## config.mk

```make
export PLATFORM = sky130hd
export DESIGN_NAME = can_tx_buffer_control
export DESIGN_NICKNAME = d
export VERILOG_FILES = /design/src/hdl/can_tx_pkg.sv /design/src/hdl/buf_mem_if.sv /design/src/hdl/can_tx_buf_mem.sv /design/src/hdl/can_tx_buffer_control.sv
export SDC_FILE = /design/constraint.sdc
export NUM_CORES = 1
export LEC_CHECK = 0
export ABC_AREA = 1
export BUFFER_PORTS_ARGS = -buffer_cell sky130_fd_sc_hd__buf_2
export CAP_MARGIN = 0
export CELL_PAD_IN_SITES_DETAIL_PLACEMENT = 0
export CELL_PAD_IN_SITES_GLOBAL_PLACEMENT = 1
export CORE_ASPECT_RATIO = 0.9
export CORE_UTILIZATION = 25
export DETAILED_ROUTE_END_ITERATION = 8
export GPL_ROUTABILITY_DRIVEN = 0
export HOLD_SLACK_MARGIN = 0.08
export PLACE_DENSITY = 0.56
export SYNTH_ARGS = -nofsm -noshare
export SYNTH_HDL_FRONTEND = slang
export SYNTH_HIERARCHICAL = 1
export SYNTH_SLANG_ARGS = --single-unit
```

## constraint.sdc

```tcl
create_clock -name ref_clk -period 3.5 [get_ports ref_clk]
set_clock_uncertainty 0.1 [all_clocks]
set_input_delay 0.7 -clock ref_clk [delete_from_list [all_inputs] [get_ports ref_clk]]
set_output_delay 0.7 -clock ref_clk [all_outputs]
set_load 0.005 [all_outputs]
```

## src/hdl/can_tx_pkg.sv

```systemverilog
// package: register map, field layout and states of the transmit buffer control
// assumes: 32-bit classic wishbone, word-aligned registers
package can_tx_pkg;
	localparam int NUM_BUFFERS = 3;
	localparam int BUF_IDX_W = 2;
	localparam int REGS_PER_BUF = 16;
	localparam int REG_IDX_W = 4;
	localparam int ADDR_W = 8;
	localparam int MEM_AW = 6;
	// register word indices inside one buffer window, byte offset is index * 4 (window stride 0x40)
	localparam logic [ADDR_W-1:0] BUF_STRIDE = 8'h40;
	localparam logic [3:0] REG_CTRL = 4'h0;
	localparam logic [3:0] REG_STD_ID_HIGH = 4'h1;
	localparam logic [3:0] REG_STD_ID_LOW = 4'h2;
	localparam logic [3:0] REG_EXT_ID_HIGH = 4'h3;
	localparam logic [3:0] REG_EXT_ID_LOW = 4'h4;
	localparam logic [3:0] REG_LENGTH_CODE = 4'h5;
	localparam logic [3:0] REG_DATA0 = 4'h6;
	localparam logic [3:0] REG_PRIORITY = 4'hE;
	// global registers above the buffer windows
	localparam logic [ADDR_W-1:0] ADDR_BUS_STATUS = 8'hC0;
	localparam logic [ADDR_W-1:0] ADDR_IRQ_STATUS = 8'hC4;
	// control register fields
	localparam int BIT_SEND_REQUEST = 3;
	localparam int BIT_SEND_ERROR = 4;
	localparam int BIT_LOST_ARB = 5;
	localparam int BIT_SEND_ABORTED = 6;
	localparam int BIT_SENT_IRQ_FLAG = 0;
	localparam int BIT_SENT_IRQ_ENABLE = 1;
	localparam int BIT_INVALID_IRQ = 7;
	localparam int BIT_EXT_ID_ENABLE = 3;
	localparam logic [1:0] PRIO_W1 = 2'h3;
	localparam logic [7:0] CTRL_RESET = 8'h00;
	localparam logic [31:0] UNMAPPED_DATA = 32'h00000000;
	typedef enum logic [1:0] {ST_IDLE, ST_SEND, ST_DONE} tx_state_t;
	typedef enum logic [1:0] {RES_OK, RES_LOST_ARB, RES_ERROR} tx_result_t;
endpackage
```

## src/hdl/buf_mem_if.sv

```systemverilog
// interface: write/read port between control logic and buffer memory
// assumes: one clock, registered read data
`timescale 1ns/1ps
`default_nettype none
interface buf_mem_if;
	import can_tx_pkg::*;
	logic we;
	logic [MEM_AW-1:0] waddr;
	logic [7:0] wdata;
	logic [MEM_AW-1:0] raddr;
	logic [7:0] rdata;
	modport ctrl(output we, output waddr, output wdata, output raddr, input rdata);
	modport mem(input we, input waddr, input wdata, input raddr, output rdata);
endinterface
`default_nettype wire

```

## src/hdl/can_tx_buf_mem.sv

```systemverilog
// buffer memory: identifier, length and data bytes of every transmit buffer
// assumes: single clock, one write and one registered read per cycle
`timescale 1ns/1ps
`default_nettype none
module can_tx_buf_mem #(
	parameter int DEPTH = 64
) (
	input wire logic ref_clk,
	buf_mem_if.mem port
);
	import can_tx_pkg::*;
	logic [7:0] store [DEPTH];
	logic [7:0] next_rdata;
	always_comb begin
		next_rdata = store[port.raddr];
	end
	always_ff @(posedge ref_clk) begin
		if (port.we) begin
			store[port.waddr] <= port.wdata;
		end
		port.rdata <= next_rdata;
	end
endmodule
`default_nettype wire

```

## src/hdl/can_tx_buffer_control.sv

```systemverilog
// transmit buffer control: wishbone register file, request flags, selection
// assumes: protocol engine reports bus idle, takes frame start and returns one outcome pulse
// Contract
// - host may write a buffer only while its send request flag is clear.
// - setting send request clears aborted, lost-arbitration and error flags.
// - request only marks ready; sending starts when bus is available.
// - on bus available, start highest-priority pending buffer.
// - success clears request, sets sent flag, interrupts if enabled.
// - failure keeps request set and sets exactly one failure flag.
// - error after start sets error flag, invalid flag, and interrupt.
// - lost arbitration sets lost-arbitration flag, request stays pending.
// - writes to a pending buffer's registers are silently ignored; the code still applies a write-one-to-clear of its sent flag.
//
// Local design decisions: the register offsets and the Wishbone interface to the registers.
`timescale 1ns/1ps
`default_nettype none
module can_tx_buffer_control #(
	parameter int NBUF = can_tx_pkg::NUM_BUFFERS
) (
	input wire logic ref_clk,
	input wire logic reset,
	input wire logic wb_cyc_i,
	input wire logic wb_stb_i,
	input wire logic wb_we_i,
	input wire logic [can_tx_pkg::ADDR_W-1:0] wb_adr_i,
	input wire logic [3:0] wb_sel_i,
	input wire logic [31:0] wb_dat_i,
	output logic [31:0] wb_dat_o,
	output logic wb_ack_o,
	input wire logic bus_available,
	input wire logic tx_done,
	input wire logic [1:0] tx_result,
	output logic tx_start,
	output logic [can_tx_pkg::BUF_IDX_W-1:0] tx_buffer,
	output logic tx_busy,
	output logic irq
);
	import can_tx_pkg::*;
	buf_mem_if mem_bus();
	can_tx_buf_mem #(.DEPTH(1 << MEM_AW)) u_mem (.ref_clk(ref_clk), .port(mem_bus.mem));

	logic [NBUF-1:0] send_request_flag, send_error_flag, lost_arbitration_flag;
	logic [NBUF-1:0] send_aborted_flag, buffer_sent_irq_flag, buffer_sent_irq_enable;
	logic [NBUF-1:0] next_req, next_err, next_larb, next_abt, next_sent, next_ien;
	logic [1:0] prio [NBUF];
	logic [1:0] next_prio [NBUF];
	logic invalid_message_irq_flag, next_invalid;
	tx_state_t state, next_state;
	logic [BUF_IDX_W-1:0] cur, next_cur;
	logic next_start, next_irq, next_ack, next_busy;
	logic [31:0] next_dat;
	logic rd_pending, next_rd_pending;

	logic access, wr, ctrl_wr, glob;
	logic [BUF_IDX_W-1:0] abuf;
	logic [REG_IDX_W-1:0] areg;
	logic [7:0] wbyte;
	logic win_found;
	logic [BUF_IDX_W-1:0] win;
	logic [1:0] win_prio;

	always_comb begin
		access = wb_cyc_i && wb_stb_i && !wb_ack_o;
		wr = access && wb_we_i && wb_sel_i[0];
		abuf = wb_adr_i[ADDR_W-1:6];
		areg = wb_adr_i[5:2];
		glob = (abuf >= BUF_IDX_W'(NBUF));
		wbyte = wb_dat_i[7:0];
		ctrl_wr = wr && !glob && areg == REG_CTRL;
	end

	// highest priority, ties to highest-numbered buffer
	always_comb begin
		win_found = 1'b0;
		win = '0;
		win_prio = '0;
		for (int i = 0; i < NBUF; i++) begin
			if (send_request_flag[i] && (!win_found || prio[i] >= win_prio)) begin
				win_found = 1'b1;
				win = BUF_IDX_W'(i);
				win_prio = prio[i];
			end
		end
	end

	// memory side: bytes of pending buffers are locked
	always_comb begin
		mem_bus.we = wr && !glob && areg >= REG_STD_ID_HIGH && areg < REG_PRIORITY
			&& !send_request_flag[abuf];
		mem_bus.waddr = MEM_AW'({abuf, areg});
		mem_bus.wdata = wbyte;
		mem_bus.raddr = MEM_AW'({abuf, areg});
	end

	always_comb begin
		next_req = send_request_flag;
		next_err = send_error_flag;
		next_larb = lost_arbitration_flag;
		next_abt = send_aborted_flag;
		next_sent = buffer_sent_irq_flag;
		next_ien = buffer_sent_irq_enable;
		next_prio = prio;
		next_invalid = invalid_message_irq_flag;
		next_state = state;
		next_cur = cur;
		next_start = 1'b0;
		// host writes to control and priority of idle buffers
		if (ctrl_wr && !send_request_flag[abuf]) begin
			next_ien[abuf] = wbyte[BIT_SENT_IRQ_ENABLE];
			if (wbyte[BIT_SEND_REQUEST]) begin
				next_req[abuf] = 1'b1;
				next_err[abuf] = 1'b0;
				next_larb[abuf] = 1'b0;
				next_abt[abuf] = 1'b0;
			end
		end
		if (wr && !glob && areg == REG_PRIORITY && !send_request_flag[abuf]) begin
			next_prio[abuf] = wbyte[1:0];
		end
		// write-one-to-clear of the sent flag; hardware set below wins
		if (ctrl_wr && wbyte[BIT_SENT_IRQ_FLAG]) begin
			next_sent[abuf] = 1'b0;
		end
		if (wr && wb_adr_i == ADDR_IRQ_STATUS && wbyte[BIT_INVALID_IRQ]) begin
			next_invalid = 1'b0;
		end
		case (state)
			ST_IDLE: begin
				// wait for idle bus, failed ones re-enter here
				if (bus_available && win_found) begin
					next_cur = win;
					next_start = 1'b1;
					next_state = ST_SEND;
				end
			end
			ST_SEND: begin
				if (tx_done) begin
					next_state = ST_DONE;
					case (tx_result)
						RES_OK: begin
							next_req[cur] = 1'b0;
							next_sent[cur] = 1'b1;
						end
						RES_LOST_ARB: begin
							next_larb[cur] = 1'b1;
						end
						default: begin
							next_err[cur] = 1'b1;
							next_invalid = 1'b1;
						end
					endcase
				end
			end
			ST_DONE: next_state = ST_IDLE;
			default: next_state = ST_IDLE;
		endcase
		next_busy = (next_state != ST_IDLE);
		// interrupt from sent flags gated by enables, and invalid flag
		next_irq = |(next_sent & next_ien) || next_invalid;
	end

	// wishbone answer: one wait state for the registered memory read
	always_comb begin
		next_ack = 1'b0;
		next_dat = wb_dat_o;
		next_rd_pending = 1'b0;
		if (access && (wb_we_i || rd_pending || glob || areg == REG_CTRL
			|| areg == REG_PRIORITY)) begin
			next_ack = 1'b1;
			next_dat = UNMAPPED_DATA;
			if (!wb_we_i) begin
				if (wb_adr_i == ADDR_BUS_STATUS) begin
					next_dat = 32'({cur, tx_busy});
				end else if (wb_adr_i == ADDR_IRQ_STATUS) begin
					next_dat[BIT_INVALID_IRQ] = invalid_message_irq_flag;
				end else if (!glob && areg == REG_CTRL) begin
					next_dat[BIT_SEND_ABORTED] = send_aborted_flag[abuf];
					next_dat[BIT_LOST_ARB] = lost_arbitration_flag[abuf];
					next_dat[BIT_SEND_ERROR] = send_error_flag[abuf];
					next_dat[BIT_SEND_REQUEST] = send_request_flag[abuf];
					next_dat[BIT_SENT_IRQ_ENABLE] = buffer_sent_irq_enable[abuf];
					next_dat[BIT_SENT_IRQ_FLAG] = buffer_sent_irq_flag[abuf];
				end else if (!glob && areg == REG_PRIORITY) begin
					next_dat = 32'(prio[abuf]);
				end else if (!glob && areg < REG_PRIORITY) begin
					next_dat = 32'(mem_bus.rdata);
				end
			end
		end else if (access) begin
			next_rd_pending = 1'b1;
		end
	end

	always_ff @(posedge ref_clk) begin
		if (reset) begin
			send_request_flag <= '0;
			send_error_flag <= '0;
			lost_arbitration_flag <= '0;
			send_aborted_flag <= '0;
			buffer_sent_irq_flag <= '0;
			buffer_sent_irq_enable <= '0;
			for (int i = 0; i < NBUF; i++) begin
				prio[i] <= '0;
			end
			invalid_message_irq_flag <= 1'b0;
			state <= ST_IDLE;
			cur <= '0;
			tx_start <= 1'b0;
			tx_buffer <= '0;
			tx_busy <= 1'b0;
			irq <= 1'b0;
			wb_ack_o <= 1'b0;
			wb_dat_o <= '0;
			rd_pending <= 1'b0;
		end else begin
			send_request_flag <= next_req;
			send_error_flag <= next_err;
			lost_arbitration_flag <= next_larb;
			send_aborted_flag <= next_abt;
			buffer_sent_irq_flag <= next_sent;
			buffer_sent_irq_enable <= next_ien;
			prio <= next_prio;
			invalid_message_irq_flag <= next_invalid;
			state <= next_state;
			cur <= next_cur;
			tx_start <= next_start;
			tx_buffer <= next_cur;
			tx_busy <= next_busy;
			irq <= next_irq;
			wb_ack_o <= next_ack;
			wb_dat_o <= next_dat;
			rd_pending <= next_rd_pending;
		end
	end
endmodule
`default_nettype wire

```

### Word-level counts from Yosys, hierarchy flattened

Memory sizes are Yosys's and may differ from the RTL's. A register that Yosys moved wholly into a read port is not among the register bits.
Cells that the tools add are included.

* register bits after elaboration: 66
* memory bits (writable): 512
* bits of input ports: 53
* logic and storage cells: 169
* memories: 1

Memories
* u_mem.store: words 64, width 8, read ports 1, clocked after Yosys merged registers in 1, wr ports 1, line can_tx_buf_mem.sv:12 `logic [7:0] store [DEPTH];`

* order comparisons: 11
* equal/unequal tests: 5
* multiplexer cells: 73
* bitwise operators: 14
* reduce and logical (&&, ||, !) cells: 47

Operators with widths (number)
* 32-bit two-way mux: 3
* 3-bit two-way mux: 20
* 1-bit logical AND: 25
* 25-bit two-way mux: 1
* 24-bit two-way mux: 1
* 1-bit two-way mux: 23
* 3-bit bitwise AND: 6
* 2-bit two-way mux: 9
* 8-bit equality test (second input constant): 2
* 1-bit binary-select mux with 2-bit select: 6
* 3-bit bitwise OR: 4
* 8-bit two-way mux: 1
* 1-bit logical OR: 7
* 7-bit two-way mux: 1
* 6-bit bitwise mux: 1
* 2-bit by 3-bit < comparator with 1-bit output (second input constant): 2
* 3-bit NOT: 2
* 2-bit OR reduction: 3
* 1-bit logical NOT: 5
* 2-bit binary-select mux with 2-bit select: 1
* 1-bit demux with 2-bit select: 2
* 2-bit demux with 2-bit select: 1
* 2-bit by 1-bit equality test with 1-bit output (second input constant): 2
* 4-bit equality test (second input constant): 1
* other kinds (17): 21

### Logic depth before layout (Yosys ltp)

* depth in word-level cells: 15
* gate-level depth with buffers: 15

### Modules after synthesis

The synthesis kept the hierarchy.

By module, submodules not included
* can_tx_buf_mem: times used 1, cells an instance 1805, area each 21339.2 um^2
* can_tx_buffer_control: times used 1, cells an instance 375, area each 2542.4 um^2

### Worst setup path before layout

Ideal clock, no wire load.

* path type: input-to-reg
* from: input wb_adr_i[6] (netlist bit)
* to: memory u_mem.store[48][0], enable pin
* library setup time: 0.395 ns
* arrival: 2.687 ns
* required time: 3.005 ns
* setup slack: 0.318 ns
* stages: 9
* path buffers: 2
* cell sequence: buf_6 > nor2_8 > nand2_2 > nand3_4 > nand2_4 > nor2_1 > clkbuf_1 > nand4_1 > nor4_1

* longest elaborated chain between the ends: 8
* elaborated cells between the ends (all ways): 11
* classes of those cells: 1 x order compare; 4 x mux; 6 x reduce/logical

Ends and longest elaborated chain
* start: declaration: line can_tx_buffer_control.sv:25 `input wire logic [can_tx_pkg::ADDR_W-1:0] wb_adr_i,`
* 2-bit greater-or-equal comparator: line can_tx_buffer_control.sv:67 `glob = (abuf >= BUF_IDX_W'(NBUF));`
* 1-bit logical NOT: line can_tx_buffer_control.sv:88 `mem_bus.we = wr && !glob && areg >= REG_STD_ID_HIGH && areg < REG_PRIORITY`
* 1-bit logical AND (3 in series): line can_tx_buffer_control.sv:88
* 1-bit logical AND (*): line can_tx_buffer_control.sv:89 `&& !send_request_flag[abuf];`
* via mem_bus.we: line buf_mem_if.sv:7 `logic we;`
* 1-bit two-way mux (*): line can_tx_buf_mem.sv:18 `if (port.we) begin`
* 1-bit two-way mux (implied by the code) (*): line can_tx_buf_mem.sv:19 `store[port.waddr] <= port.wdata;`
* end: declaration: line can_tx_buf_mem.sv:12

The timed path passes the listed nets; every way through them passes the cells marked *. The select of a mux whose other input is x is not followed.

### Worst setup path in the final report

* from: register wb_ack_o
* to: memory u_mem.store[42][1], enable pin

* longest elaborated chain between the ends: 10

Ends and longest elaborated chain
* start: declaration: line can_tx_buffer_control.sv:29 `output logic wb_ack_o,`
* start signal: assignment: line can_tx_buffer_control.sv:230 `wb_ack_o <= next_ack;`
* 1-bit logical NOT: line can_tx_buffer_control.sv:63 `access = wb_cyc_i && wb_stb_i && !wb_ack_o;`
* 1-bit logical AND: line can_tx_buffer_control.sv:63
* 1-bit logical AND (2 in series): line can_tx_buffer_control.sv:64 `wr = access && wb_we_i && wb_sel_i[0];`
* 1-bit logical AND (3 in series): line can_tx_buffer_control.sv:88
* 1-bit logical AND: line can_tx_buffer_control.sv:89
* via mem_bus.we: line buf_mem_if.sv:7
* 1-bit two-way mux: line can_tx_buf_mem.sv:18
* 1-bit two-way mux (implied by the code): line can_tx_buf_mem.sv:19

The timed path passes the listed nets, and every way through them passes these cells.

==> flow_metrics.env <==
export IMPL_outcome="complete, no violations"
export IMPL_power_frac_seq_pct=51.7
export IMPL_hp_class="in -> reg"
export IMPL_synth_ff_type="edfxtp_1"
export IMPL_coreArea_um2=94700
export IMPL_hold_buffers=0
export IMPL_setup_viol=0
export IMPL_fin_ws_ns=0.852
export IMPL_peakVddDrop_mv=0.385
export IMPL_synth_edf_count=512
export IMPL_cts_resized_gates=0
export IMPL_route_detailed_wl_per_inst_um=18.5
export IMPL_fmax_mhz=378
export IMPL_cp_required_ns=3.72
export IMPL_fin_crit_sh_pct=75.7
export IMPL_grt_pass1_vias=15689
export IMPL_yosysSeqAreaShare_pct=68.6
export IMPL_netSwitchingFraction_pct=23.2
export IMPL_setup_worst_path_end_class="flip-flop"
export IMPL_ant_nets=0
export IMPL_grt_first_pass_wirelength_um=101000
export IMPL_dp_slack_ns=0.209
export IMPL_final_nets=2333
export IMPL_final_max_slew_viol_count=0
export IMPL_critical_path_max_fanout=9
export IMPL_area_growth_pct=15.1
export IMPL_p_int_mw=10.9
export IMPL_drtIter0Drc=1124
export IMPL_insertedDiodeCount=0
export IMPL_antenna_found_initial=0
export IMPL_synth_distinct_cells=44
export IMPL_tns_ns=0
export IMPL_clk_pin_slew_ns=0.06
export IMPL_relSlewSlack_pct=45.0
export IMPL_hold_viol=0
export IMPL_cts_root_buf="clkbuf_16"
export IMPL_tightestPinTransition_ns=0.825
export IMPL_period_minus_slack_ns=2.65
export IMPL_power_leakage_nw=10.1
export IMPL_portBuffers=39
export IMPL_arrival_ns=2.87
export IMPL_fillCellCount=9754
export IMPL_place_hpwl_um=40300
export IMPL_p_clk_share_pct=42.0
export IMPL_async_flop_share_pct=0
export IMPL_drcViolationCount=0
export IMPL_p_switching_mw=3.29
export IMPL_synth_avg_cell_area_um2=11.0
export IMPL_powerDensity_nw_per_um2=516
export IMPL_ys_seq_elements=562
export IMPL_combinationalPowerShare_pct=6.2
export IMPL_routed_wl_um=66100
export IMPL_num_vias=15984
export IMPL_grt_overflow=0
export IMPL_synthCells=2180
export IMPL_initial_utilization_pct=25.2
export IMPL_drive_above_1_share_pct=11.3
export IMPL_finish_utilization_pct=29.1
export IMPL_path_class="reg -> reg"
export IMPL_yosys_warnings=6
export IMPL_crit_path_start_kind="flip-flop"
export IMPL_drtPass1Iterations=5
export IMPL_layout_commonest_cell="nand2_1"
export IMPL_die_y_um=295
export IMPL_syn_area_um2=23900
export IMPL_clk_latency_ns=0.63
export IMPL_num_rows=107
export IMPL_grt_max_degree=109
export IMPL_die_w_um=328
export IMPL_cts_sinks=562
export IMPL_clockBufferDepth=3
export IMPL_postCtsSetupBuffers=0
export IMPL_final_cell_mix="nand2_1 (758), edfxtp_1 (512), nand3_1 (460)"
export IMPL_dieArea_um2=96800
export IMPL_cts_buffers=61
export IMPL_h_tree_depth=2
export IMPL_tritoncts="done"
export IMPL_rsz0062_at_grt="no"
export IMPL_gr_usage_all_layers_pct=13.6
export IMPL_cap_violations=0
export IMPL_ioPinCount=91
export IMPL_routed_via_density=4.46
worst max-delay path: stages (launching register included):
cell	delay [ns]
dfxtp_1	0.32
nand3b_1	0.28
nor2_8	0.22
nand2_4	0.08
nor2_1	0.28
buf_4	0.23
nand4_1	0.22
buf_4	0.26
nor2_1	0.11
buf_4	0.23
state kept, by name, indices dropped and copies added, names as in the netlist:
register	count
wb_dat_o	8
irq	1
buffer_sent_irq_enable	3
lost_arbitration_flag	3
rd_pending	1
state	2
send_request_flag	3
wb_ack_o	1
prio	6
u_mem/port.rdata	8
tx_start	1
buffer_sent_irq_flag	3
u_mem/store	512
tx_busy	1
cur	2
invalid_message_irq_flag	1
send_error_flag	3
send_aborted_flag	3
cell type report:
cell class,instances,area [µm²],area share [%]
Clock buffer,78,1590,5.78
Clock inverter,37,244,0.887
Inverter,60,235,0.855
Multi-Input combinational cell,1438,6320,23.0
Sequential cell,562,16400,59.6
Tap cell,1253,1570,5.70
Timing Repair Buffer,153,1160,4.23
worst paths after layout:
kind,slack [ns],from,end,cells past startpoint
max,0.85,wb_ack_o,u_mem/store[42][1],9
min,0.31,tx_result[0],send_request_flag[2],3
max reg2reg,0.85,wb_ack_o,u_mem/store[42][1],9
min reg2reg,0.35,wb_dat_o[1],wb_dat_o[1],2
logic make-up (layout without fill, tap and decap cells):
group	Yosys count	in the layout	synth area share [%]
and+or+nand+nor	1357	1357	24.6
DFF	562	562	68.6
buffers and inverters	203	328	5.34
AOI/OAI and AO/OA	53	53	1.25
adders and majority gates	4	4	0.210
other	1	24	0.0157
cell usage after synthesis, types with 2 or more instances:
| library cell | number | area, µm² |
|---|---|---|
| nand2_1 | 758 | 2850 |
| edfxtp_1 | 512 | 15400 |
| nand3_1 | 460 | 2300 |
| nor2_1 | 92 | 345 |
| inv_1 | 51 | 191 |
| dfxtp_1 | 50 | 1000 |
| buf_4 | 39 | 293 |
| buf_2 | 38 | 190 |
| buf_6 | 38 | 428 |
| o21ai_0 | 21 | 105 |
| a21oi_1 | 18 | 90.1 |
| clkbuf_1 | 15 | 56.3 |
| nand4_1 | 13 | 81.3 |
| buf_1 | 10 | 37.5 |
| nor4_1 | 8 | 50.1 |
| inv_2 | 6 | 22.5 |
| nor3_1 | 6 | 30.0 |
| ha_1 | 4 | 50.1 |
| nand2_2 | 3 | 18.8 |
| nand3_2 | 3 | 30.0 |
| nor2_2 | 3 | 18.8 |
| o21ai_1 | 3 | 15.0 |
| o221ai_1 | 3 | 26.3 |
| buf_8 | 2 | 30.0 |
| nand3_4 | 2 | 35.0 |
| nor2_8 | 2 | 40.0 |
| o211ai_1 | 2 | 15.0 |
| o31ai_1 | 2 | 15.0 |
power groups by stage:
| stage | Clock, mW | Combinational (mW) | Sequential [mW] |
|---|---|---|---|
| 2_1_floorplan | 0 | 0.555 | 7.48 |
| 3_3_place_gp | 0 | 0.894 | 7.48 |
| 3_5_place_dp | 0 | 0.900 | 7.48 |
| 4_1_cts | 6.16 | 0.903 | 7.34 |
| 5_1_grt | 6.39 | 0.987 | 7.34 |
| 6_report | 5.96 | 0.883 | 7.34 |
metrics by stage:
step | hold slack [ns] | instance area, µm² | power [mW] | cells
final | 0.312 | 27500 | 14.2 | 3581
after global routing | 0.319 | 27500 | 14.7 | 3581
after CTS | 0.276 | 27500 | 14.4 | 3581
after detailed placement | 0.334 | 25700 | 8.38 | 3466
after global placement | 0.337 | 25700 | 8.37 | 3466
after floorplan | 0.334 | 24000 | 8.03 | 2203
per-layer routing:
layer	routed length [µm]	share of wire (%)	vias to the layer above	track usage, %
met2	30200	46	307	21.7
li1	-	-	7711	-
met3	2450	3.7	92	1.64
met4	1640	2.5	0	3.89
met5	0	0	-	0
met1	31800	48	7874	19.4
(Power assumes the default switching activity.)
